<file path="src/rtl/irq_ctrl_pkg.sv">
// package: register map, vector table and timing constants for the interrupt controller
package irq_ctrl_pkg;
    localparam int NUM_SRC = 20;
    localparam int SRC_W = 5;
    localparam int NUM_EXT = 13;
    localparam int NUM_AUX = 4;
    localparam logic [7:0] GLOBAL_SOURCE_MASK_ADDR = 8'hA8;
    localparam logic [7:0] GLOBAL_SOURCE_MASK_RESET = 8'h00;
    localparam logic [7:0] PRIORITY_LOW_BITS_ADDR = 8'hB8;
    localparam logic [7:0] PRIORITY_HIGH_BITS_ADDR = 8'hF2;
    localparam logic [7:0] EXT_ENABLE1_ADDR = 8'hE6;
    localparam logic [7:0] EXT_ENABLE2_ADDR = 8'hE7;
    localparam logic [7:0] EXT_PRIO_LOW1_ADDR = 8'hF3;
    localparam logic [7:0] EXT_PRIO_LOW2_ADDR = 8'hF4;
    localparam logic [7:0] EXT_PRIO_HIGH1_ADDR = 8'hF5;
    localparam logic [7:0] EXT_PRIO_HIGH2_ADDR = 8'hF6;
    localparam logic [7:0] PENDING_SET0_ADDR = 8'hF7;
    localparam logic [7:0] PENDING_SET1_ADDR = 8'hF9;
    localparam logic [7:0] PENDING_SET2_ADDR = 8'hFA;
    localparam logic [7:0] PRIORITY_RESET = 8'h00;
    localparam logic [7:0] RESERVED_PRIO_READ = 8'h80;
    localparam int GLOBAL_GATE_BIT = 7;
    localparam logic [15:0] RESET_VECTOR = 16'h0000;
    localparam logic [15:0] FIRST_VECTOR = 16'h0003;
    localparam logic [15:0] VECTOR_STEP = 16'h0008;
    localparam int DETECT_CYCLES = 1;
    localparam int CALL_CYCLES = 4;
    localparam int FASTEST_RESPONSE = DETECT_CYCLES + CALL_CYCLES;
    localparam int RETURN_CYCLES = 5;
    localparam int DIVIDE_CYCLES = 8;
    localparam int WORST_RESPONSE = DETECT_CYCLES + RETURN_CYCLES + DIVIDE_CYCLES + CALL_CYCLES;

    typedef enum logic [1:0] {LEVEL0, LEVEL1, LEVEL2, LEVEL3} level_t;

    typedef struct packed {
        logic [7:0] addr;
        logic [7:0] wdata;
        logic wr;
        logic rd;
    } reg_req_t;

    typedef struct packed {
        logic valid;
        logic [SRC_W-1:0] src;
        logic [1:0] level;
        logic [15:0] vector;
    } vec_req_t;

    // vector address of source n: 0x0003 + 8*n
    function automatic logic [15:0] vector_of(input logic [SRC_W-1:0] n);
        vector_of = FIRST_VECTOR + {8'h00, n, 3'b000};
    endfunction
endpackage

</file>
<file path="src/rtl/irq_arbiter.sv">
// arbiter: picks the highest priority request, lowest source number on ties
module irq_arbiter
    import irq_ctrl_pkg::*;
#(
    parameter int N = NUM_SRC
)
(
    input wire logic [N-1:0] req,
    input wire logic [2*N-1:0] prio,
    output logic found,
    output logic [SRC_W-1:0] win_src,
    output logic [1:0] win_level
);
    always_comb
    begin
        found = 1'b0;
        win_src = '0;
        win_level = 2'b00;
        // scan high to low so equal levels resolve to the lowest number
        for (int i = N - 1; i >= 0; i--)
        begin
            if (req[i] && (!found || prio[2*i +: 2] >= win_level))
            begin
                found = 1'b1;
                win_src = SRC_W'(i);
                win_level = prio[2*i +: 2];
            end
        end
    end
endmodule

</file>
<file path="src/rtl/four_level_interrupt_controller.sv">
// four-level prioritised interrupt controller with vector request and nesting tracking
// Operation
// - pending flag sets on any valid event
// - enabled pending source requests long vector call
// - disabled source pending produces no request
// - global gate zero masks every source
// - flag still set after return re-requests
// - software pending write acts as event
// - two priority bits decode four levels
// - all priority bits reset to zero
// - preempt only by strictly higher level
// - ties go to lower vector number
// - sample every cycle, fastest five cycles
// - one instruction runs after a return
// - worst case response eighteen cycles
// - after exit next highest pending wins
// - vectors fixed, spaced eight from 0x0003
// - each source has own enable bit
// - return ends current priority level
module four_level_interrupt_controller
#(
    parameter int N = irq_ctrl_pkg::NUM_SRC
)
(
    input wire logic clock,
    input wire logic rst_n,
    input wire logic clock_en,
    input wire irq_ctrl_pkg::reg_req_t reg_req,
    output logic [7:0] reg_rdata,
    input wire logic [N-1:0] event_pulse,
    input wire logic [N-1:0] flag_clear,
    input wire logic [irq_ctrl_pkg::NUM_AUX-1:0] aux_flag,
    input wire logic [irq_ctrl_pkg::NUM_AUX-1:0] aux_enable,
    input wire logic [irq_ctrl_pkg::NUM_AUX*irq_ctrl_pkg::SRC_W-1:0] aux_src,
    input wire logic instr_done,
    input wire logic return_done,
    input wire logic vector_ack,
    output irq_ctrl_pkg::vec_req_t vec_req,
    output logic [N-1:0] pending,
    output logic [3:0] active_levels
);
    import irq_ctrl_pkg::*;

    // write strobe aimed at one register address
    function automatic logic write_hit(input reg_req_t r, input logic [7:0] a);
        write_hit = r.wr && r.addr == a;
    endfunction

    // one-hot mask of a priority level
    function automatic logic [3:0] level_bit(input logic [1:0] l);
        level_bit = 4'h1 << l;
    endfunction

    logic [7:0] global_source_mask;
    logic [7:0] priority_low_bits;
    logic [7:0] priority_high_bits;
    logic [15:0] extended_enable_regs;
    logic [15:0] extended_priority_low_regs;
    logic [15:0] extended_priority_high_regs;
    logic [3:0] active;
    logic hold_one;

    // source order: 0 ext0,1 t0,2 ext1,3 t1,4 uart,5 t2,6 spi, 7..19 extended
    wire logic [19:0] enable_vec = {extended_enable_regs[12:0], global_source_mask[0], global_source_mask[1],
        global_source_mask[2], global_source_mask[3], global_source_mask[4], global_source_mask[5],
        global_source_mask[6]};
    wire logic [19:0] low_vec = {extended_priority_low_regs[12:0], priority_low_bits[6:0]};
    wire logic [19:0] high_vec = {extended_priority_high_regs[12:0], priority_high_bits[6:0]};
    wire logic [19:0] enable_ord;
    wire logic [39:0] prio_vec;

    genvar g;
    generate
        for (g = 0; g < 20; g++)
        begin : g_map
            if (g < 7)
            begin : g_basic
                assign enable_ord[g] = enable_vec[6 - g];
            end
            else
            begin : g_ext
                assign enable_ord[g] = enable_vec[g];
            end
            assign prio_vec[2*g +: 2] = {high_vec[g], low_vec[g]};
        end
    endgenerate

    // auxiliary flag groups fold into their source
    logic [N-1:0] aux_req;
    always_comb
    begin
        aux_req = '0;
        for (int k = 0; k < NUM_AUX; k++)
        begin
            if (aux_flag[k] && aux_enable[k])
            begin
                aux_req[aux_src[k*SRC_W +: SRC_W]] = 1'b1;
            end
        end
    end

    // software write-one into pending set registers
    wire logic wr_set0 = write_hit(reg_req, PENDING_SET0_ADDR);
    wire logic wr_set1 = write_hit(reg_req, PENDING_SET1_ADDR);
    wire logic wr_set2 = write_hit(reg_req, PENDING_SET2_ADDR);
    wire logic [23:0] sw_set_full = {wr_set2 ? reg_req.wdata : 8'h00, wr_set1 ? reg_req.wdata : 8'h00,
        wr_set0 ? reg_req.wdata : 8'h00};
    wire logic [N-1:0] sw_set = sw_set_full[N-1:0];

    // hardware and software sets win over clears
    wire logic [N-1:0] next_pending = (pending & ~flag_clear) | event_pulse | sw_set;

    wire logic gate = global_source_mask[GLOBAL_GATE_BIT];
    // masked sources give no request at all
    wire logic [N-1:0] live_req = gate ? ((pending | aux_req) & enable_ord[N-1:0]) : '0;

    logic found;
    logic [SRC_W-1:0] win_src;
    logic [1:0] win_level;

    irq_arbiter #(.N(N)) u_arbiter (
        .req(live_req),
        .prio(prio_vec[2*N-1:0]),
        .found(found),
        .win_src(win_src),
        .win_level(win_level)
    );

    // highest level currently in service; none leaves top_active at 0 with in_service low
    logic in_service;
    logic [1:0] top_active;
    always_comb
    begin
        in_service = |active;
        top_active = 2'b00;
        for (int l = 0; l < 4; l++)
        begin
            if (active[l])
            begin
                top_active = 2'(l);
            end
        end
    end

    // strictly higher level than any in service, nothing preempts level 3
    wire logic may_preempt = !in_service || (win_level > top_active);
    wire logic may_request = found && may_preempt && !hold_one && !vec_req.valid;
    wire logic [1:0] clear_mask_lvl = top_active;

    // register writes
    wire logic wr_ie = write_hit(reg_req, GLOBAL_SOURCE_MASK_ADDR);
    wire logic wr_ipl = write_hit(reg_req, PRIORITY_LOW_BITS_ADDR);
    wire logic wr_iph = write_hit(reg_req, PRIORITY_HIGH_BITS_ADDR);
    wire logic wr_ee1 = write_hit(reg_req, EXT_ENABLE1_ADDR);
    wire logic wr_ee2 = write_hit(reg_req, EXT_ENABLE2_ADDR);
    wire logic wr_epl1 = write_hit(reg_req, EXT_PRIO_LOW1_ADDR);
    wire logic wr_epl2 = write_hit(reg_req, EXT_PRIO_LOW2_ADDR);
    wire logic wr_eph1 = write_hit(reg_req, EXT_PRIO_HIGH1_ADDR);
    wire logic wr_eph2 = write_hit(reg_req, EXT_PRIO_HIGH2_ADDR);

    logic [7:0] next_rdata;
    always_comb
    begin
        unique case (reg_req.addr)
            GLOBAL_SOURCE_MASK_ADDR: next_rdata = global_source_mask;
            PRIORITY_LOW_BITS_ADDR: next_rdata = priority_low_bits | RESERVED_PRIO_READ;
            PRIORITY_HIGH_BITS_ADDR: next_rdata = priority_high_bits | RESERVED_PRIO_READ;
            EXT_ENABLE1_ADDR: next_rdata = extended_enable_regs[7:0];
            EXT_ENABLE2_ADDR: next_rdata = extended_enable_regs[15:8];
            EXT_PRIO_LOW1_ADDR: next_rdata = extended_priority_low_regs[7:0];
            EXT_PRIO_LOW2_ADDR: next_rdata = extended_priority_low_regs[15:8];
            EXT_PRIO_HIGH1_ADDR: next_rdata = extended_priority_high_regs[7:0];
            EXT_PRIO_HIGH2_ADDR: next_rdata = extended_priority_high_regs[15:8];
            PENDING_SET0_ADDR: next_rdata = pending[7:0];
            PENDING_SET1_ADDR: next_rdata = pending[15:8];
            PENDING_SET2_ADDR: next_rdata = {4'h0, pending[19:16]};
            default: next_rdata = 8'h00;
        endcase
    end

    // basic enable register, global gate in bit 7
    always_ff @(posedge clock or negedge rst_n)
    begin
        if (!rst_n)
            global_source_mask <= GLOBAL_SOURCE_MASK_RESET;
        else if (clock_en && wr_ie)
            global_source_mask <= reg_req.wdata;
    end

    // low priority bits, bit 7 reserved
    always_ff @(posedge clock or negedge rst_n)
    begin
        if (!rst_n)
            priority_low_bits <= PRIORITY_RESET;
        else if (clock_en && wr_ipl)
            priority_low_bits <= {1'b0, reg_req.wdata[6:0]};
    end

    // high priority bits, bit 7 reserved
    always_ff @(posedge clock or negedge rst_n)
    begin
        if (!rst_n)
            priority_high_bits <= PRIORITY_RESET;
        else if (clock_en && wr_iph)
            priority_high_bits <= {1'b0, reg_req.wdata[6:0]};
    end

    // extended enables, upper byte holds five sources
    always_ff @(posedge clock or negedge rst_n)
    begin
        if (!rst_n)
            extended_enable_regs <= '0;
        else if (clock_en && wr_ee1)
            extended_enable_regs[7:0] <= reg_req.wdata;
        else if (clock_en && wr_ee2)
            extended_enable_regs[15:8] <= {3'b000, reg_req.wdata[4:0]};
    end

    // extended low priority bits
    always_ff @(posedge clock or negedge rst_n)
    begin
        if (!rst_n)
            extended_priority_low_regs <= '0;
        else if (clock_en && wr_epl1)
            extended_priority_low_regs[7:0] <= reg_req.wdata;
        else if (clock_en && wr_epl2)
            extended_priority_low_regs[15:8] <= {3'b000, reg_req.wdata[4:0]};
    end

    // extended high priority bits
    always_ff @(posedge clock or negedge rst_n)
    begin
        if (!rst_n)
            extended_priority_high_regs <= '0;
        else if (clock_en && wr_eph1)
            extended_priority_high_regs[7:0] <= reg_req.wdata;
        else if (clock_en && wr_eph2)
            extended_priority_high_regs[15:8] <= {3'b000, reg_req.wdata[4:0]};
    end

    // read data holds until the next read strobe
    always_ff @(posedge clock or negedge rst_n)
    begin
        if (!rst_n)
            reg_rdata <= 8'h00;
        else if (clock_en && reg_req.rd)
            reg_rdata <= next_rdata;
    end

    // pending flags follow their next value every enabled cycle
    always_ff @(posedge clock or negedge rst_n)
    begin
        if (!rst_n)
            pending <= '0;
        else if (clock_en)
            pending <= next_pending;
    end

    // one instruction must finish after a return before a new request
    always_ff @(posedge clock or negedge rst_n)
    begin
        if (!rst_n)
            hold_one <= 1'b0;
        else if (clock_en && return_done)
            hold_one <= 1'b1;
        else if (clock_en && instr_done)
            hold_one <= 1'b0;
    end

    // a return ends the top level in service, an accepted vector opens its level
    wire logic accept = vec_req.valid && vector_ack;
    wire logic [3:0] end_mask = return_done ? level_bit(clear_mask_lvl) : 4'h0;
    wire logic [3:0] start_mask = accept ? level_bit(vec_req.level) : 4'h0;
    wire logic [3:0] next_active = (active & ~end_mask) | start_mask;
    always_ff @(posedge clock or negedge rst_n)
    begin
        if (!rst_n)
            active <= 4'h0;
        else if (clock_en)
            active <= next_active;
    end

    // the request stands until the processor accepts it
    wire logic raise = may_request && !return_done;
    wire vec_req_t next_vec = '{valid: 1'b1, src: win_src, level: win_level, vector: vector_of(win_src)};
    always_ff @(posedge clock or negedge rst_n)
    begin
        if (!rst_n)
            vec_req <= '0;
        else if (clock_en && accept)
            vec_req.valid <= 1'b0;
        else if (clock_en && raise)
            vec_req <= next_vec;
    end

    assign active_levels = active;
endmodule

</file>
<file path="config.mk">
export PLATFORM = sky130hd
export DESIGN_NAME = four_level_interrupt_controller
export DESIGN_NICKNAME = d
export VERILOG_FILES = /design/src/rtl/irq_ctrl_pkg.sv /design/src/rtl/irq_arbiter.sv /design/src/rtl/four_level_interrupt_controller.sv
export SDC_FILE = /design/constraint.sdc
export NUM_CORES = 1
export LEC_CHECK = 0
export BUFFER_PORTS_ARGS = -buffer_cell sky130_fd_sc_hd__clkbuf_2
export CAP_MARGIN = 20
export CORE_MARGIN = 1
export CORE_UTILIZATION = 57
export CTS_BUF_LIST = sky130_fd_sc_hd__clkbuf_16
export DETAILED_ROUTE_END_ITERATION = 8
export PLACE_DENSITY = 0.81
export SETUP_SLACK_MARGIN = 0.05
export SLEW_MARGIN = 20
export SYNTH_ARGS = -nofsm -noshare
export SYNTH_HDL_FRONTEND = slang
export SYNTH_SLANG_ARGS = --single-unit
</file>
<file path="constraint.sdc">
create_clock -name clock -period 34.1 [get_ports clock]
set_input_delay 1.705 -clock clock [delete_from_list [all_inputs] [get_ports clock]]
set_output_delay 1.705 -clock clock [all_outputs]
set_load 0.02 [all_outputs]
</file>
* After elaboration in Yosys (flattened, before gate mapping)
Index checks and enable logic that the tools add are counted.
** Cells by class
- $add $sub $neg :: 1
- Magnitude comparators :: 28
- Eq/ne operators :: 12
- Shifts and indexed selects :: 2
- Muxes and demuxes :: 86
- Bitwise operators :: 16
- Reductions and logical operators :: 108
** Operators by type and width (number)
- OR 20 bit :: 6
- 2-to-1 mux 20 bit :: 5
- 2-to-1 mux 5 bit :: 20
- equality test 8 bit, second input constant :: 12
- case mux 8 bit (12 select lines) :: 1
- logical AND 1 bit :: 58
- 2-to-1 mux 2 bit :: 22
- bitwise AND 20 bit :: 2
- greater-or-equal comparator 2 bit :: 19
- 2-to-1 mux 1 bit :: 28
- < comparator 5 x 6 -> 1 bit, second input constant :: 4
- 2-to-1 mux 24 bit :: 1
- logical NOT 1 bit :: 23
- demux 1 bit (select 5 bit) :: 4
- greater-or-equal comparator 5 x 1 -> 1 bit, second input constant :: 4
- logical OR 1 bit :: 20
- NOT 20 bit :: 1
- 2-to-1 mux 8 bit :: 2
- 2-to-1 mux 4 bit :: 3
- adder 2 x 8 -> 9 bit, first input constant :: 1
- AND reduction 2 bit :: 4
- left shift 1 x 2 -> 4 bit, first input constant :: 2
- bitwise AND 4 bit :: 1
- NOT 1 bit :: 4
- 5 further kinds :: 6
** Storage, ports and cells
- Register bits :: 118
- Input bits :: 92
- Output and inout port bits :: 56

* Depth between registers and ports, before layout
- Depth after elaboration :: 100
- Gate-level depth with buffers :: 151

* Hierarchy
A second synthesis with hierarchy kept.
** Second synthesis, totals
- Cells, all modules :: 902
- Area total of the unflattened synthesis :: 8007.7 sq um
** By module, submodules not included
- four_level_interrupt_controller :: times used 1, cells each 613, area an instance 6045.8 sq um, sequential area each 2577.5 sq um
- irq_arbiter :: times used 1, cells each 289, area an instance 1961.9 sq um, sequential area each 0.0 sq um

* Worst setup path after synthesis
OpenSTA, ideal clock, no wires.
- Kind :: in2reg
- Start :: input port aux_src[5] in the netlist's numbering
- End :: register vec_req[17] in the netlist's numbering
- Library setup time :: 0.125 ns
- Data arrival time :: 26.952 ns
- Required time :: 33.975 ns
- Path slack :: 7.023 ns
- Stages on the path :: 143
- Cells stage by stage :: and4_1 -> a22o_1 -> o31a_1 -> and2_1 -> ha_1 -> nand2b_1 -> a21oi_1 -> inv_1 -> a21oi_1 -> a22o_1 -> ha_1 -> nand2b_1 -> a211oi_1 -> o31a_1 -> nor3_1 -> a221oi_1 -> nor2_1 -> ha_1 -> [107 not listed] -> a21oi_1 -> a21o_1 -> o21a_1 -> a31oi_1 -> ha_1 -> nand2b_1 -> a21oi_1 -> a21oi_1 -> inv_1 -> nor2_1 -> a21oi_1 -> ha_1 -> a21oi_1 -> a21oi_1 -> o221ai_1 -> buf_2 -> inv_1 -> mux2_2
** RTL lines
- from (decl) :: RTL line four_level_interrupt_controller.sv:34 : input wire logic [irq_ctrl_pkg::NUM_AUX*irq_ctrl_pkg::SRC_W-1:0] aux_src,
- to (signal assigned) :: RTL line four_level_interrupt_controller.sv:293 : vec_req <= next_vec;
- to (decl) :: RTL line four_level_interrupt_controller.sv:38 : output irq_ctrl_pkg::vec_req_t vec_req,

==> flow_summary.yaml <==
timing:
  worst_slew_pin_slew_ps: 1040
  layout_min_cycle_time_ps: 31440
  max_freq_ghz: 0.0318
  timing.final.ws_setup_ps: 2660
  maxSlewViolCount: 0
  finalHoldViolCount: 0
  min_period_over_period_pct: 92.2
  clock_skew_ps: 13.4
  slew_headroom_pct: 30.1
  finalSetupTns_ps: 0
  rsz0062_at_grt: "false"
  setup-violations-final: 0
  hold_ws_ps: 491
floorplanning:
  start_util_pct: 58.2
  core_um2: 13800
  placementRows: 43
  ioPinCount: 148
  die_w_um: 121
  dieArea_um2: 14600
  dieHeight_um: 121
finish:
  syn_to_final_growth_pct: 14.1
  drive_gt1_share_pct: 25.7
  instances_no_fill: 1210
  final_cell_mix: "clkbuf_2, nand2_1, dfrtp_1"
  nNetsFinal: 1147
  diodes: 0
  num-fill-cells: 1229
  final_common_cell: "clkbuf_2"
yosys:
  async_flop_share_pct: 100
  synth_edf_count: 0
  synth.area.top_cells: "dfrtp_1, mux2_2, nand2_1"
  syn_area_um2: 8050
  ys_seq_elements: 103
  syn_inst: 900
  ys_seq_area_share_pct: 32.0
  ys_warn_count: 0
  synth_cell_type_count: 97
  netlist.area_leader.share_pct: 32.0
  syn_area_per_cell_um2: 8.95
  ys.flop_type: "dfrtp_1"
  yosys.area.top_type: "dfrtp_1"
critical_path:
  end_kind: "register"
  cp_slowest_stage_delay_ps: 530
  cp_max_fo: 11
  crit_path_top_delay_cell: "a2111oi_0"
  worst_ep_arrival_time_ps: 31690
  cp.required_ps: 34350
  crit_top_cell: "ha_1"
  criticalPathCategory: "in -> reg"
  cp-start-kind: "input pin"
  r2r_cells: 140
drt:
  routedWlPerCell_um: 23.4
  ant_nets: 0
  drc_errors: 2
  vias: 8252
  drtPass1Iterations: 9
  drt_iter0_drc: 878
  postRouteWirelength_um: 28300
  vias_per_cell: 6.82
clocking:
  cts_buffer_depth: 2
  cts-htree-levels: 3
  tritoncts: "built"
  cts-root-buf: "clkbuf_16"
  clk_latency_ps: 370
  clkSinkCount: 103
  clkSlewWorstSetupHoldPaths_ps: 80
  ctsHoldBuffers: 0
  cts_inserted_buffers: 9
power:
  leakage_nw: 4.46
  power_density_nw_per_um2: 31.9
  vdd_drop_max_mv: 0.0220
grt:
  track_usage_pct: 39.4
  grt_pass1_wl_um: 43000
  grt-ovfl-total: 0
  grt_max_degree: 75
  grt_pass1_vias: 7569
  antenna_found_initial: 0
run_status:
  run_status: "finished, violations left"
  violations: "DRC"
placed_design:
  portBuffers: 138
  dp_hpwl_um: 21800
  gp_congestion: 1.05
  dp.cells: 1194
  preCtsSetupSlack_ps: 2700
hold_path:
  hold_path_depth: 2
  hp-class: "reg -> reg"
job:
  max-cap-violations: 0
==> flip-flops by register name (all words and copies together) (netlist names) <==
signal and flops:
active_levels 4, extended_enable_regs 13, extended_priority_high_regs 13, extended_priority_low_regs 13
global_source_mask 8, hold_one 1, pending 20, priority_high_bits 7
priority_low_bits 7, reg_rdata 8, vec_req 9
==> area by class of cell <==
class | count | area, um^2 | area share, %
clock buffers | 9 | 225 | 2.45
clock inverters | 7 | 83.8 | 0.913
inverters | 37 | 139 | 1.51
multi-input cells | 725 | 5160 | 56.2
flip-flops and latches | 103 | 2580 | 28.1
well taps | 180 | 225 | 2.45
repair buffers | 149 | 776 | 8.45
==> stage by stage <==
stage / power, mW / utilization, % / cell area [um^2]
2_1_floorplan: 0.160 / - / 8080
3_3_place_gp: 0.183 / 64.1 / 8870
3_5_place_dp: 0.184 / 64.1 / 8870
4_1_cts: 0.293 / 66.4 / 9180
5_1_grt: 0.302 / 66.4 / 9190
6_report: 0.293 / 66.4 / 9190
==> logic make-up after synthesis <==
group / count (synthesis) / synth area share [%]
AOI/OAI and AO/OA: 288 / 27.3
adders and majority gates: 30 / 4.66
buffers and inverters: 80 / 4.44
DFF: 103 / 32.0
muxes: 72 / 10.1
other: 1 / 0.0466
and+or+nand+nor: 326 / 21.5
==> final timing paths <==
check / startpoint / end / slack, ps
min in group asynchronous: rst_n / active_levels[0] / 1240
max in group asynchronous: rst_n / reg_rdata[3] / 31560
max reg2reg: pending[19] / vec_req[22] / 4150
min: hold_one / hold_one / 490
min reg2reg: hold_one / hold_one / 490
max: aux_src[3] / vec_req[22] / 2660
==> where the power goes <==
group | internal, mW | switching, mW
registers | 0.128 | 0.0103
logic | 0.0165 | 0.0274
clock network | 0.0587 | 0.0522
==> synthesized netlist by cell type, types with 9 or more instances <==
library cell    n
nor2_1         49
dfrtp_1       103
inv_1          37
nor3b_1        13
a221oi_1       10
nand3_1        26
a31oi_1        17
clkbuf_1       25
nand2_1       125
mux2_2         63
nand4_1         9
a22o_1         33
nor3_1         10
o31ai_1        10
a21o_1         24
buf_4          15
ha_1           30
a21oi_1        40
a22oi_1        27
nand2b_1       21
o21ai_0        34
==> critical path, delay by kind of cell <==
family | cells | cell delay [ps]
AO/OA/AOI/OAI | 67 | 14910
AND/OR/NAND/NOR | 46 | 7740
adder cells (fa/ha/maj) | 20 | 5200
multiplexers | 4 | 1470
buffers and inverters | 6 | 610
==> what timing repair did <==
action / in CTS / in global routing
gates resized for setup: 0 / 1
endpoints found under the setup margin: 0 / 2
setup buffers: 0 / 0
==> metal layers <==
layer	vias up	wire, um	track usage (%)
li1	3694	-	-
met5	-	0	0
met2	496	12500	60.7
met1	3957	11500	52.1
met4	0	1380	20.7
met3	105	2910	8.27
Note: power is estimated with default switching activity, not from simulation.
